`src/core/bmr_pkg.sv`:
```
// Constants and types for the boot memory read command handler.
`default_nettype none
package bmr_pkg;
	localparam logic [7:0] REQUEST_START_BYTE = 8'h01;
	localparam logic [7:0] DATA_FRAME_HEADER = 8'h81;
	localparam logic [7:0] FRAME_TERMINATOR = 8'h03;
	localparam logic [7:0] CMD_READ = 8'h15;
	localparam logic [7:0] RES_READ_ERR = 8'h95;
	localparam logic [15:0] REQ_LEN = 16'h0009;
	localparam logic [15:0] ACK_LEN = 16'h0001;
	localparam logic [7:0] STATUS_LEN_LO = 8'h0A;
	localparam logic [10:0] STATUS_PAYLOAD = 11'h009;
	localparam logic [10:0] MAX_PAYLOAD = 11'h400;
	localparam logic [11:0] PAYLOAD_IDX = 12'h004;
	localparam logic [31:0] UNUSED_CODE = 32'hFFFFFFFF;
	localparam logic [31:0] CRC_POLY = 32'h04C11DB7;
	localparam logic [31:0] CRC_INIT = 32'hFFFFFFFF;
	localparam logic [7:0] STS_OK = 8'h00;
	localparam logic [7:0] STS_PACKET = 8'hC1;
	localparam logic [7:0] STS_CHECKSUM = 8'hC2;
	localparam logic [7:0] STS_ACCEPT = 8'hC3;
	localparam logic [7:0] STS_PARAM = 8'hC5;
	localparam logic [7:0] STS_ADDRESS = 8'hD0;
	localparam logic [7:0] STS_SECURE = 8'hDA;
	localparam logic [1:0] KIND_USER = 2'h0;
	localparam logic [1:0] KIND_DATA = 2'h1;
	localparam logic [1:0] KIND_CONFIG = 2'h2;
	localparam logic [1:0] KIND_OTHER = 2'h3;
	localparam logic [1:0] AUTH_LEVEL_ZERO = 2'h0;
	localparam logic [1:0] AUTH_LEVEL_ONE = 2'h1;
	localparam int AREA_COUNT = 2;
	localparam logic [7:0] REG_CTRL = 8'h00;
	localparam logic [7:0] REG_STATUS = 8'h04;
	localparam logic [7:0] REG_CRC = 8'h08;
	localparam logic [7:0] REG_BOUND_LO = 8'h0C;
	localparam logic [7:0] REG_BOUND_HI = 8'h10;
	localparam logic [7:0] REG_SEC_LO = 8'h14;
	localparam logic [7:0] REG_SEC_HI = 8'h18;
	localparam logic [7:0] REG_AREA_BASE = 8'h20;
	localparam logic [7:0] AREA_STRIDE = 8'h10;
	localparam logic [7:0] AREA_OFF_START = 8'h00;
	localparam logic [7:0] AREA_OFF_END = 8'h04;
	localparam logic [7:0] AREA_OFF_ATTR = 8'h08;
	localparam int CTRL_READ_OK = 0;
	localparam int CTRL_ENC_PEND = 1;
	localparam int CTRL_AUTH_LSB = 2;
	localparam int CTRL_OK_AT_END = 4;
	localparam int STATUS_BUSY = 8;
	localparam int ATTR_RAU_LSB = 8;
	localparam logic [31:0] CTRL_RESET = 32'h00000000;
	localparam logic [31:0] REG_RESET = 32'h00000000;
	localparam logic [1:0] RESP_OKAY = 2'h0;
	localparam logic [1:0] RESP_SLVERR = 2'h2;
	typedef enum logic [2:0] {
		ST_IDLE, ST_RX_CMD, ST_CHECK, ST_TX, ST_ACK_WAIT, ST_ACK_RX,
		ST_ACK_CHECK
	} bmr_state_t;
endpackage
`default_nettype wire

```
`src/core/bmr_read_cmd.sv`:
```
// Memory read command handler: request parser, checks, replies, registers.
`default_nettype none
// Notes on behaviour
// - Request is 01h, 0009h, 15h, addresses, sum, 03h.
// - Data reply: 81h, N+1, 15h, N bytes, sum, 03h.
// - Success status: 0Ah, 15h, 00h, all-ones fields.
// - Error status: 81h, 0Ah, 95h, code, fields.
// - Idle waits for the start byte only.
// - Missing terminator gives packet error.
// - Checksum mismatch gives checksum error.
// - Wrong length bytes give packet error.
// - Any error aborts without touching memory.
// - Lifecycle state forbidding reads gives acceptance error.
// - Pending encrypted write gives acceptance error.
// - Start above end or outside areas: parameter.
// - Different area kinds give parameter error.
// - Zero or misaligned read unit: parameter.
// - Range outside boundary gives invalid address.
// - Level zero, or level one secure overlap unless the start area is of kind other: secure.
// - Report only the highest priority error.
// - Stream range in replies of 1024 bytes max.
// - Bad acknowledgement gives packet or checksum error.
// - Good acknowledgement sends the next block.
// - CRC-32, all-ones start, MSB first, 04C11DB7h.
module bmr_read_cmd (
	input wire logic clk_sys,
	input wire logic reset,
	input wire logic rx_valid,
	input wire logic [7:0] rx_byte,
	output logic tx_valid,
	output logic [7:0] tx_byte,
	input wire logic tx_ready,
	output logic mem_req,
	output logic [31:0] mem_addr,
	input wire logic [7:0] mem_rdata,
	input wire logic mem_rvalid,
	output logic busy,
	input wire logic [7:0] s_axi_awaddr,
	input wire logic s_axi_awvalid,
	output logic s_axi_awready,
	input wire logic [31:0] s_axi_wdata,
	input wire logic [3:0] s_axi_wstrb,
	input wire logic s_axi_wvalid,
	output logic s_axi_wready,
	output logic [1:0] s_axi_bresp,
	output logic s_axi_bvalid,
	input wire logic s_axi_bready,
	input wire logic [7:0] s_axi_araddr,
	input wire logic s_axi_arvalid,
	output logic s_axi_arready,
	output logic [31:0] s_axi_rdata,
	output logic [1:0] s_axi_rresp,
	output logic s_axi_rvalid,
	input wire logic s_axi_rready
);
	bmr_pkg::bmr_state_t st, next_st;
	logic [16:0] rx_cnt;
	logic [15:0] rx_len;
	logic [7:0] rx_sum, rx_code, rx_last;
	logic [31:0] start_address_field, ead;
	logic rx_end;
	logic [31:0] ctrl, bound_lo, bound_hi, sec_lo, sec_hi, crc;
	logic [31:0] area_start [bmr_pkg::AREA_COUNT];
	logic [31:0] area_end [bmr_pkg::AREA_COUNT];
	logic [31:0] area_attr [bmr_pkg::AREA_COUNT];
	logic [bmr_pkg::AREA_COUNT-1:0] hit_s, hit_e;
	logic s_sel, e_sel;
	logic [1:0] s_kind, e_kind, auth;
	logic [7:0] read_access_unit, rau_mask, ead_next_lo;
	logic [7:0] chk_sts, ack_sts, err_code, last_sts;
	logic start_err, start_data, start_ok;
	logic tx_kind_data, tx_load, tx_last, in_payload, byte_ok;
	logic [11:0] tx_idx, sum_idx;
	logic [10:0] tx_n, chunk;
	logic [7:0] tx_sts, tx_sum, tx_res, next_tx_val;
	logic [15:0] tx_len;
	logic fetch_pend, have_byte;
	logic [7:0] fetch_byte;
	logic [32:0] rem_cnt, next_rem;
	logic [7:0] aw_addr;
	logic [31:0] w_data, rd_word;
	logic [3:0] w_strb;
	logic wr_do, wr_hit, rd_hit;

	function automatic logic [31:0] crc_step(input logic [31:0] c,
		input logic [7:0] b);
		logic [31:0] r;
		r = c ^ {b, 24'h000000};
		for (int i = 0; i < 8; i++) begin
			r = r[31] ? ((r << 1) ^ bmr_pkg::CRC_POLY) : (r << 1);
		end
		return r;
	endfunction

	function automatic logic [31:0] merge(input logic [31:0] o,
		input logic [31:0] n, input logic [3:0] s);
		logic [31:0] r;
		r = o;
		for (int b = 0; b < 4; b++) begin
			if (s[b]) r[8*b +: 8] = n[8*b +: 8];
		end
		return r;
	endfunction

	function automatic logic [7:0] area_reg(input int i, input logic [7:0] f);
		return bmr_pkg::REG_AREA_BASE + 8'(i) * bmr_pkg::AREA_STRIDE + f;
	endfunction

	// Receive side: request and acknowledgement frames share one parser.
	assign rx_end = rx_valid && (st == bmr_pkg::ST_RX_CMD ||
		st == bmr_pkg::ST_ACK_RX) && rx_cnt == {1'b0, rx_len} + 17'h00003;

	always_ff @(posedge clk_sys) begin
		if (reset) begin
			rx_cnt <= '0;
			rx_len <= '0;
			rx_sum <= '0;
			rx_code <= '0;
			rx_last <= '0;
			start_address_field <= '0;
			ead <= '0;
		end else if (rx_valid && (st == bmr_pkg::ST_IDLE ||
			st == bmr_pkg::ST_ACK_WAIT)) begin
			rx_cnt <= '0;
			rx_len <= '0;
			rx_sum <= '0;
		end else if (rx_valid && (st == bmr_pkg::ST_RX_CMD ||
			st == bmr_pkg::ST_ACK_RX)) begin
			rx_cnt <= rx_cnt + 17'h00001;
			if (rx_end) rx_last <= rx_byte;
			else rx_sum <= rx_sum + rx_byte;
			if (rx_cnt == 17'h00000) rx_len[15:8] <= rx_byte;
			if (rx_cnt == 17'h00001) rx_len[7:0] <= rx_byte;
			if (rx_cnt == 17'h00002) rx_code <= rx_byte;
			// Addresses arrive most significant byte first.
			if (st == bmr_pkg::ST_RX_CMD && rx_cnt >= 17'h00003 &&
				rx_cnt <= 17'h00006) start_address_field <= {start_address_field[23:0], rx_byte};
			if (st == bmr_pkg::ST_RX_CMD && rx_cnt >= 17'h00007 &&
				rx_cnt <= 17'h0000A) ead <= {ead[23:0], rx_byte};
		end
	end

	genvar gi;
	for (gi = 0; gi < bmr_pkg::AREA_COUNT; gi++) begin : g_area
		assign hit_s[gi] = start_address_field >= area_start[gi] && start_address_field <= area_end[gi];
		assign hit_e[gi] = ead >= area_start[gi] && ead <= area_end[gi];
	end

	always_comb begin
		s_sel = 1'b0;
		e_sel = 1'b0;
		for (int i = bmr_pkg::AREA_COUNT - 1; i >= 0; i--) begin
			if (hit_s[i]) s_sel = 1'(i);
			if (hit_e[i]) e_sel = 1'(i);
		end
	end

	assign s_kind = area_attr[s_sel][1:0];
	assign e_kind = area_attr[e_sel][1:0];
	assign read_access_unit = area_attr[s_sel][bmr_pkg::ATTR_RAU_LSB +: 8];
	assign rau_mask = read_access_unit - 8'h01;
	assign ead_next_lo = ead[7:0] + 8'h01;
	assign auth = ctrl[bmr_pkg::CTRL_AUTH_LSB +: 2];

	// The read unit is taken as a power of two so alignment is a mask test.
	always_comb begin
		chk_sts = bmr_pkg::STS_OK;
		if (rx_last != bmr_pkg::FRAME_TERMINATOR) begin
			chk_sts = bmr_pkg::STS_PACKET;
		end else if (rx_sum != 8'h00) begin
			chk_sts = bmr_pkg::STS_CHECKSUM;
		end else if (rx_len == 16'h0000 || rx_len != bmr_pkg::REQ_LEN ||
			rx_code != bmr_pkg::CMD_READ) begin
			chk_sts = bmr_pkg::STS_PACKET;
		end else if (!ctrl[bmr_pkg::CTRL_READ_OK] ||
			ctrl[bmr_pkg::CTRL_ENC_PEND]) begin
			chk_sts = bmr_pkg::STS_ACCEPT;
		end else if (start_address_field > ead || hit_s == '0 || hit_e == '0) begin
			chk_sts = bmr_pkg::STS_PARAM;
		end else if (s_kind != e_kind) begin
			chk_sts = bmr_pkg::STS_PARAM;
		end else if (read_access_unit == 8'h00 || (start_address_field[7:0] & rau_mask) != 8'h00 ||
			(ead_next_lo & rau_mask) != 8'h00) begin
			chk_sts = bmr_pkg::STS_PARAM;
		end else if (start_address_field < bound_lo || ead > bound_hi) begin
			chk_sts = bmr_pkg::STS_ADDRESS;
		end else if (auth == bmr_pkg::AUTH_LEVEL_ZERO ||
			(auth == bmr_pkg::AUTH_LEVEL_ONE &&
			s_kind != bmr_pkg::KIND_OTHER &&
			start_address_field <= sec_hi && ead >= sec_lo)) begin
			chk_sts = bmr_pkg::STS_SECURE;
		end
	end

	always_comb begin
		ack_sts = bmr_pkg::STS_OK;
		if (rx_last != bmr_pkg::FRAME_TERMINATOR) begin
			ack_sts = bmr_pkg::STS_PACKET;
		end else if (rx_sum != 8'h00) begin
			ack_sts = bmr_pkg::STS_CHECKSUM;
		end else if (rx_len == 16'h0000 || rx_code != bmr_pkg::CMD_READ ||
			rx_len != bmr_pkg::ACK_LEN) begin
			ack_sts = bmr_pkg::STS_PACKET;
		end
	end

	assign err_code = (st == bmr_pkg::ST_CHECK) ? chk_sts : ack_sts;
	assign start_err = (st == bmr_pkg::ST_CHECK ||
		st == bmr_pkg::ST_ACK_CHECK) && err_code != bmr_pkg::STS_OK;
	assign start_data = (st == bmr_pkg::ST_CHECK ||
		st == bmr_pkg::ST_ACK_CHECK) && err_code == bmr_pkg::STS_OK;
	assign start_ok = tx_load && tx_last && tx_kind_data &&
		rem_cnt == 33'h000000000 && ctrl[bmr_pkg::CTRL_OK_AT_END];

	always_comb begin
		next_st = st;
		unique case (st)
			bmr_pkg::ST_IDLE:
				if (rx_valid && rx_byte == bmr_pkg::REQUEST_START_BYTE)
					next_st = bmr_pkg::ST_RX_CMD;
			bmr_pkg::ST_RX_CMD:
				if (rx_end) next_st = bmr_pkg::ST_CHECK;
			bmr_pkg::ST_CHECK, bmr_pkg::ST_ACK_CHECK:
				next_st = bmr_pkg::ST_TX;
			bmr_pkg::ST_TX: begin
				if (tx_load && tx_last) begin
					if (!tx_kind_data) next_st = bmr_pkg::ST_IDLE;
					else if (start_ok) next_st = bmr_pkg::ST_TX;
					else if (rem_cnt == 33'h000000000)
						next_st = bmr_pkg::ST_IDLE;
					else next_st = bmr_pkg::ST_ACK_WAIT;
				end
			end
			bmr_pkg::ST_ACK_WAIT:
				if (rx_valid && rx_byte == bmr_pkg::DATA_FRAME_HEADER)
					next_st = bmr_pkg::ST_ACK_RX;
			bmr_pkg::ST_ACK_RX:
				if (rx_end) next_st = bmr_pkg::ST_ACK_CHECK;
		endcase
	end

	always_ff @(posedge clk_sys) begin
		if (reset) begin
			st <= bmr_pkg::ST_IDLE;
			busy <= 1'b0;
			last_sts <= bmr_pkg::STS_OK;
		end else begin
			st <= next_st;
			busy <= next_st != bmr_pkg::ST_IDLE;
			if (start_err) last_sts <= err_code;
		end
	end

	// Transmit side: status replies are frames with a nine-byte payload.
	assign next_rem = (st == bmr_pkg::ST_CHECK) ?
		{1'b0, ead} - {1'b0, start_address_field} + 33'h000000001 : rem_cnt;
	assign chunk = (next_rem > {22'h000000, bmr_pkg::MAX_PAYLOAD}) ?
		bmr_pkg::MAX_PAYLOAD : next_rem[10:0];
	assign sum_idx = {1'b0, tx_n} + bmr_pkg::PAYLOAD_IDX;
	assign tx_last = tx_idx == sum_idx + 12'h001;
	assign in_payload = tx_idx >= bmr_pkg::PAYLOAD_IDX && tx_idx < sum_idx;
	assign byte_ok = !(tx_kind_data && in_payload) || have_byte;
	assign tx_load = st == bmr_pkg::ST_TX && (!tx_valid || tx_ready) &&
		byte_ok;
	assign tx_len = {5'h00, tx_n} + 16'h0001;
	assign tx_res = (tx_kind_data || tx_sts == bmr_pkg::STS_OK) ?
		bmr_pkg::CMD_READ : bmr_pkg::RES_READ_ERR;

	always_comb begin
		next_tx_val = bmr_pkg::FRAME_TERMINATOR;
		if (tx_idx == 12'h000) next_tx_val = bmr_pkg::DATA_FRAME_HEADER;
		else if (tx_idx == 12'h001) next_tx_val = tx_len[15:8];
		else if (tx_idx == 12'h002) next_tx_val = tx_len[7:0];
		else if (tx_idx == 12'h003) next_tx_val = tx_res;
		else if (in_payload && tx_kind_data) next_tx_val = fetch_byte;
		else if (tx_idx == bmr_pkg::PAYLOAD_IDX) next_tx_val = tx_sts;
		else if (in_payload) next_tx_val = bmr_pkg::UNUSED_CODE[7:0];
		else if (tx_idx == sum_idx) next_tx_val = 8'h00 - tx_sum;
	end

	always_ff @(posedge clk_sys) begin
		if (reset) begin
			tx_valid <= 1'b0;
			tx_byte <= 8'h00;
			tx_idx <= '0;
			tx_n <= '0;
			tx_sts <= bmr_pkg::STS_OK;
			tx_sum <= 8'h00;
			tx_kind_data <= 1'b0;
		end else begin
			if (tx_load) begin
				tx_valid <= 1'b1;
				tx_byte <= next_tx_val;
				tx_idx <= tx_idx + 12'h001;
				if (tx_idx == 12'h000) tx_sum <= 8'h00;
				else tx_sum <= tx_sum + next_tx_val;
			end else if (tx_ready) begin
				tx_valid <= 1'b0;
			end
			if (start_err || start_ok) begin
				tx_kind_data <= 1'b0;
				tx_idx <= '0;
				tx_n <= bmr_pkg::STATUS_PAYLOAD;
				tx_sts <= start_ok ? bmr_pkg::STS_OK : err_code;
			end else if (start_data) begin
				tx_kind_data <= 1'b1;
				tx_idx <= '0;
				tx_n <= chunk;
				tx_sts <= bmr_pkg::STS_OK;
			end
		end
	end

	// Bytes are fetched one at a time; a read unit is covered by its bytes.
	always_ff @(posedge clk_sys) begin
		if (reset) begin
			mem_req <= 1'b0;
			mem_addr <= '0;
			fetch_pend <= 1'b0;
			have_byte <= 1'b0;
			fetch_byte <= 8'h00;
			rem_cnt <= '0;
		end else begin
			mem_req <= 1'b0;
			if (st == bmr_pkg::ST_CHECK) begin
				mem_addr <= start_address_field;
				rem_cnt <= next_rem;
			end
			if (st == bmr_pkg::ST_TX && tx_kind_data && in_payload &&
				!have_byte && !fetch_pend) begin
				mem_req <= 1'b1;
				fetch_pend <= 1'b1;
			end
			if (mem_rvalid && fetch_pend) begin
				have_byte <= 1'b1;
				fetch_byte <= mem_rdata;
				fetch_pend <= 1'b0;
			end
			if (tx_load && tx_kind_data && in_payload) begin
				have_byte <= 1'b0;
				mem_addr <= mem_addr + 32'h00000001;
				rem_cnt <= rem_cnt - 33'h000000001;
			end
		end
	end

	always_ff @(posedge clk_sys) begin
		if (reset || st == bmr_pkg::ST_CHECK) crc <= bmr_pkg::CRC_INIT;
		else if (tx_load && tx_kind_data && in_payload)
			crc <= crc_step(crc, fetch_byte);
	end

	// Register bus: write address and data are taken in either order.
	assign wr_do = !s_axi_awready && !s_axi_wready && !s_axi_bvalid;

	always_comb begin
		rd_hit = 1'b1;
		rd_word = 32'h00000000;
		wr_hit = aw_addr == bmr_pkg::REG_CTRL ||
			aw_addr == bmr_pkg::REG_STATUS || aw_addr == bmr_pkg::REG_CRC ||
			aw_addr == bmr_pkg::REG_BOUND_LO ||
			aw_addr == bmr_pkg::REG_BOUND_HI ||
			aw_addr == bmr_pkg::REG_SEC_LO || aw_addr == bmr_pkg::REG_SEC_HI;
		case (s_axi_araddr)
			bmr_pkg::REG_CTRL: rd_word = ctrl;
			bmr_pkg::REG_STATUS: rd_word = {23'h000000, busy, last_sts};
			bmr_pkg::REG_CRC: rd_word = crc;
			bmr_pkg::REG_BOUND_LO: rd_word = bound_lo;
			bmr_pkg::REG_BOUND_HI: rd_word = bound_hi;
			bmr_pkg::REG_SEC_LO: rd_word = sec_lo;
			bmr_pkg::REG_SEC_HI: rd_word = sec_hi;
			default: rd_hit = 1'b0;
		endcase
		for (int i = 0; i < bmr_pkg::AREA_COUNT; i++) begin
			if (aw_addr == area_reg(i, bmr_pkg::AREA_OFF_START) ||
				aw_addr == area_reg(i, bmr_pkg::AREA_OFF_END) ||
				aw_addr == area_reg(i, bmr_pkg::AREA_OFF_ATTR)) wr_hit = 1'b1;
			if (s_axi_araddr == area_reg(i, bmr_pkg::AREA_OFF_START)) begin
				rd_hit = 1'b1;
				rd_word = area_start[i];
			end
			if (s_axi_araddr == area_reg(i, bmr_pkg::AREA_OFF_END)) begin
				rd_hit = 1'b1;
				rd_word = area_end[i];
			end
			if (s_axi_araddr == area_reg(i, bmr_pkg::AREA_OFF_ATTR)) begin
				rd_hit = 1'b1;
				rd_word = area_attr[i];
			end
		end
	end

	always_ff @(posedge clk_sys) begin
		if (reset) begin
			ctrl <= bmr_pkg::CTRL_RESET;
			bound_lo <= bmr_pkg::REG_RESET;
			bound_hi <= bmr_pkg::REG_RESET;
			sec_lo <= bmr_pkg::REG_RESET;
			sec_hi <= bmr_pkg::REG_RESET;
			for (int i = 0; i < bmr_pkg::AREA_COUNT; i++) begin
				area_start[i] <= bmr_pkg::REG_RESET;
				area_end[i] <= bmr_pkg::REG_RESET;
				area_attr[i] <= bmr_pkg::REG_RESET;
			end
		end else if (wr_do) begin
			if (aw_addr == bmr_pkg::REG_CTRL) ctrl <= merge(ctrl, w_data, w_strb);
			if (aw_addr == bmr_pkg::REG_BOUND_LO)
				bound_lo <= merge(bound_lo, w_data, w_strb);
			if (aw_addr == bmr_pkg::REG_BOUND_HI)
				bound_hi <= merge(bound_hi, w_data, w_strb);
			if (aw_addr == bmr_pkg::REG_SEC_LO)
				sec_lo <= merge(sec_lo, w_data, w_strb);
			if (aw_addr == bmr_pkg::REG_SEC_HI)
				sec_hi <= merge(sec_hi, w_data, w_strb);
			for (int i = 0; i < bmr_pkg::AREA_COUNT; i++) begin
				if (aw_addr == area_reg(i, bmr_pkg::AREA_OFF_START))
					area_start[i] <= merge(area_start[i], w_data, w_strb);
				if (aw_addr == area_reg(i, bmr_pkg::AREA_OFF_END))
					area_end[i] <= merge(area_end[i], w_data, w_strb);
				if (aw_addr == area_reg(i, bmr_pkg::AREA_OFF_ATTR))
					area_attr[i] <= merge(area_attr[i], w_data, w_strb);
			end
		end
	end

	always_ff @(posedge clk_sys) begin
		if (reset) begin
			s_axi_awready <= 1'b1;
			s_axi_wready <= 1'b1;
			s_axi_bvalid <= 1'b0;
			s_axi_bresp <= bmr_pkg::RESP_OKAY;
			aw_addr <= 8'h00;
			w_data <= 32'h00000000;
			w_strb <= 4'h0;
		end else begin
			if (s_axi_awvalid && s_axi_awready) begin
				aw_addr <= s_axi_awaddr;
				s_axi_awready <= 1'b0;
			end
			if (s_axi_wvalid && s_axi_wready) begin
				w_data <= s_axi_wdata;
				w_strb <= s_axi_wstrb;
				s_axi_wready <= 1'b0;
			end
			if (wr_do) begin
				s_axi_bvalid <= 1'b1;
				s_axi_bresp <= wr_hit ? bmr_pkg::RESP_OKAY : bmr_pkg::RESP_SLVERR;
			end
			if (s_axi_bvalid && s_axi_bready) begin
				s_axi_bvalid <= 1'b0;
				s_axi_awready <= 1'b1;
				s_axi_wready <= 1'b1;
			end
		end
	end

	always_ff @(posedge clk_sys) begin
		if (reset) begin
			s_axi_arready <= 1'b1;
			s_axi_rvalid <= 1'b0;
			s_axi_rdata <= 32'h00000000;
			s_axi_rresp <= bmr_pkg::RESP_OKAY;
		end else if (s_axi_arvalid && s_axi_arready) begin
			s_axi_rdata <= rd_word;
			s_axi_rresp <= rd_hit ? bmr_pkg::RESP_OKAY : bmr_pkg::RESP_SLVERR;
			s_axi_rvalid <= 1'b1;
			s_axi_arready <= 1'b0;
		end else if (s_axi_rvalid && s_axi_rready) begin
			s_axi_rvalid <= 1'b0;
			s_axi_arready <= 1'b1;
		end
	end
endmodule // bmr_read_cmd
`default_nettype wire

```
`config.mk`:
```
export PLATFORM = sky130hd
export DESIGN_NAME = bmr_read_cmd
export DESIGN_NICKNAME = d
export VERILOG_FILES = /design/src/core/bmr_pkg.sv /design/src/core/bmr_read_cmd.sv
export SDC_FILE = /design/constraint.sdc
export NUM_CORES = 2
export LEC_CHECK = 0
export ABC_AREA = 1
export BUFFER_PORTS_ARGS = -buffer_cell sky130_fd_sc_hd__buf_4
export CAP_MARGIN = 5
export CORE_MARGIN = 1
export CORE_UTILIZATION = 40
export DETAILED_ROUTE_END_ITERATION = 6
export PLACE_DENSITY = 0.58
export REMOVE_ABC_BUFFERS = 1
export SLEW_MARGIN = 30
export SYNTH_ARGS = -nofsm -noshare
export SYNTH_HDL_FRONTEND = slang
export SYNTH_SLANG_ARGS = --single-unit
export TNS_END_PERCENT = 50
```
`constraint.sdc`:
```
create_clock -name clk_sys -period 5.7 [get_ports clk_sys]
set_input_delay 1.14 -clock clk_sys [delete_from_list [all_inputs] [get_ports clk_sys]]
set_output_delay 1.14 -clock clk_sys [all_outputs]
set_load 0.02 [all_outputs]
```
==> impl_metrics.csv <==
group,metric,value,unit
layout,seq_area,16400,µm²
layout,final_cell_count_no_fill,7593,
cts,cts_hold_buf,0,
floorplanning,ios,162,
route,drt_wl_total,173,mm
critical_path,r2r_start,"start_address_field[0]",
layout,fillers,11159,
critical_path,cp_slowest_cell,"dfxtp_1",
logic_synthesis,yosysWarnings,0,
layout,multi_input_area,25200,µm²
logic_synthesis,synth.cell_area,45200,µm²
global_route,grt_max_degree,85,
layout,diodes,0,
cts,clk_latency,0.71,ns
timing,tightest_slew,1.02,ns
logic_synthesis,synth-adder-area-share,14.6,%
logic_synthesis,synth_top_area_share,23.4,%
timing,max_freq,189,MHz
status,status,"complete, no violations",
min_path,hp-start,"rx_code[1]",
logic_synthesis,synth_simple_gate_area_share,16.6,%
logic_synthesis,synth_compound_area_share,20.0,%
logic_synthesis,muxShareOfSynthArea,0,%
route,remaining_drc_errors,0,
timing,post-route-worst-setup-slack,0.400,ns
global_route,grt_antenna_before_repair,2,
floorplanning,core,111000,µm²
floorplanning,start_util,40.6,%
global_route,busiest_layer,"met2",
timing,min_period_over_period,93.0,%
cts,cts.sinks,721,
timing,setup_viol,0,
timing,slew_viol_final,0,
pwr,power.density,232,nW/µm²
logic_synthesis,synth_cell_type_count,68,
global_route,grt_util_met2,48.3,%
global_route,track_usage,29.8,%
cts,cts_max_level,3,
cts,clock-root-buffer,"clkbuf_16",
floorplanning,die_h,338,µm
cts,path_clk_slew,0.06,ns
logic_synthesis,syn_avg_cell_area,7.71,µm²
critical_path,cp_common_cell,"nor2_1",
pwr,leakage,22.4,nW
placement,gp_congestion,1.00,
route,viasPerCell,5.56,
global_route,grt_pass1_wl,253,mm
placement,io_buffer_count,159,
critical_path,cp.required,6.27,ns
global_route,overflow,0,
route,vias,42234,
floorplanning,die_w,338,µm
logic_synthesis,yosys_most_used_dff,"dfxtp_1",
layout,area_growth,14.0,%
placement,dp_cells,7433,
logic_synthesis,yosysTopAreaCell,"dfxtp_1",
cts,cts_made_buffers,85,
placement,hpwl,133,mm
route,drt-initial-drc-count,3905,
critical_path,critPathArrivalTime,5.87,ns
timing,fin_crit,5.30,ns
global_route,met3_usage,3.81,%
logic_synthesis,synth-async-reset-ratio,0,%
min_path,hold_class,"flip-flop to flip-flop",
logic_synthesis,synthXorXnorAreaFrac,4.25,%
critical_path,start_kind,"flip-flop",
timing,report.final.hold_viol_count,0,
logic_synthesis,synth_edf_count,192,
cts,cts_tree,"yes",
route,drt_pass1_iterations,6,
pwr,worst_ir_drop_vdd,0.000208,V
route,antenna_left,0,
logic_synthesis,netlist_instances,5857,
cts,clk_path_buf_depth,3,
critical_path,slowest_delay,0.62,ns
logic_synthesis,yosys-top-cells-area,"dfxtp_1 (23%), ha_1 (14%), edfxtp_1 (13%)",
cts,cts_setup_buffers,0,
layout,layout-drive-gt1-share,8.27,%
critical_path,worstPathMaxFanout,10,
placement,preCtsSetupSlack,0.398,ns
critical_path,path_class,"flip-flop to flip-flop",
critical_path,worst_setup_path_end_kind,"flip-flop",
floorplanning,die-area,114000,µm²
route,wl_per_cell,22.8,µm
timing,slew_headroom,32.1,%
timing,finClkSkew,0.0431,ns
global_route,gr-usage-met1,39.9,%
floorplanning,num_rows,122,
logic_synthesis,synth_seq_cells,721,
layout,finalNetCount,6635,
flow_run,maxCapViolCount,0,
logic_synthesis,seq_area_frac_synth,36.2,%
timing,rsz0062_at_grt,"no",
global_route,grt_pass1_vias,39420,
critical_path,cp-startpoint,"start_address_field[0]",
logic_synthesis,synth_top_family_by_area,"compound AO/OA/AOI/OAI gates",
-- cell usage after synthesis (4+ instances only) --
cell / n
nand2_1: 879
inv_1: 751
a21oi_1: 741
o21ai_0: 587
dfxtp_1: 529
ha_1: 522
nor2_1: 470
edfxtp_1: 192
clkbuf_1: 164
xor2_1: 150
nand3_1: 142
nand4_1: 84
nor3_1: 82
xnor2_1: 69
o221ai_1: 58
o22ai_1: 50
clkinv_1: 40
nor4_1: 39
o211ai_1: 38
a211oi_1: 34
a31oi_1: 31
a2111oi_0: 21
o21a_1: 18
buf_1: 14
a221oi_1: 11
nand3b_1: 11
nand2_2: 9
or2_2: 9
o2111ai_1: 8
o21ai_1: 8
buf_2: 6
inv_2: 6
o21bai_1: 6
nand3_2: 5
nor2_2: 5
nor2_4: 5
a21boi_0: 4
a21o_1: 4
nor4_2: 4
-- worst max-delay path: cells and delay by family, from the launching register on --
| family | cells | cell delay [ns] |
|---|---|---|
| buf+inv | 2 | 0.46 |
| compound gates | 3 | 0.70 |
| fa+ha+maj | 2 | 0.72 |
| simple gates | 20 | 2.67 |
| flops | 1 | 0.62 |
-- logic make-up (layout without fill, tap and decap cells) --
logic type                 after synthesis  after routing
and+or+nand+nor                       1763           1763
DFF                                    721            721
other                                    1              2
adders and majority gates              525            525
buffers and inverters                  988           1235
AOI/OAI and AO/OA                     1640           1640
xor gates and xnor gates               219            219
-- flip-flops by register name, indices dropped and copies added (netlist names), 11 cells and up --
signal               count
rem_cnt                 33
rx_len                  16
bound_lo                32
ead                     32
area_attr               64
bound_hi                32
sec_lo                  32
area_end                64
sec_hi                  32
crc                     32
ctrl                    32
tx_idx                  12
area_start              64
s_axi_rdata             32
tx_n                    11
w_data                  32
rx_cnt                  17
mem_addr                32
start_address_field     32
-- final timing paths --
path / end / slack [ns] / cells after the start
max: tx_n[0] / 0.40 / 27
min: rx_code[1] / 0.45 / 2
min reg2reg: rx_code[1] / 0.45 / 2
max reg2reg: tx_n[0] / 0.40 / 27
-- layout by cell type (no fill, tap or decap), types with 5 or more instances in the layout --
cell type,Yosys,layout
ha_1,522,522
clkbuf_1,164,15
a21oi_1,741,741
nor4_1,39,39
inv_1,751,750
o22ai_1,50,50
o21bai_1,6,6
o21a_1,18,18
nand3_2,5,6
xnor2_1,69,69
nor2_4,5,5
clkbuf_8,0,12
nand2_1,879,874
buf_4,3,277
nand2_2,9,14
a221oi_1,11,11
inv_2,6,6
edfxtp_1,192,192
nand3b_1,11,11
a2111oi_0,21,19
clkinv_1,40,47
clkbuf_16,0,86
clkinv_2,0,12
o211ai_1,38,38
o21ai_1,8,10
o221ai_1,58,58
nand4_1,84,84
nor2_2,5,28
o21ai_0,587,585
clkinvlp_4,0,5
bufinv_16,0,12
a31oi_1,31,31
nor3_1,82,80
dfxtp_1,529,529
o2111ai_1,8,8
xor2_1,150,150
a211oi_1,34,33
or2_2,9,9
nor2_1,470,447
nand3_1,142,141
-- timing repair --
| action | in CTS | in global routing |
|---|---|---|
| gates resized for setup | 0 | 5 |
| hold endpoints to repair | 0 | 0 |
| endpoints found under the setup margin | 0 | 2 |
-- cell type report --
cell class	instances	area share (%)
Multi-Input combinational cell	4149	48.8
Sequential cell	721	31.7
Inverter	797	5.82
Clock buffer	113	4.61
Timing Repair Buffer	278	4.08
Tap cell	1488	3.61
Clock inverter	47	1.29
-- metrics by stage --
step | TNS, ns | util, % | total power, mW | hold WS (ns) | cell area, µm²
2_1_floorplan | -31.43 | - | 5.78 | 0.420 | 44400
3_3_place_gp | 0 | 43.5 | 6.08 | 0.431 | 48400
3_5_place_dp | 0 | 43.5 | 6.09 | 0.436 | 48400
4_1_cts | 0 | 46.3 | 12.0 | 0.445 | 51500
5_1_grt | 0 | 46.3 | 12.3 | 0.461 | 51500
6_report | 0 | 46.3 | 11.9 | 0.446 | 51500
-- power breakdown --
group          internal, mW  switching [mW]
clock                  3.51            2.45
sequential             5.33          0.0333
combinational         0.154           0.465
-- layer usage --
metal / up-vias / wire length [µm]
li1: 20390 / -
met1: 19983 / 75400
met2: 1537 / 78500
met3: 324 / 11900
met4: 0 / 7590
met5: - / 0
(Power assumes the default switching activity.)
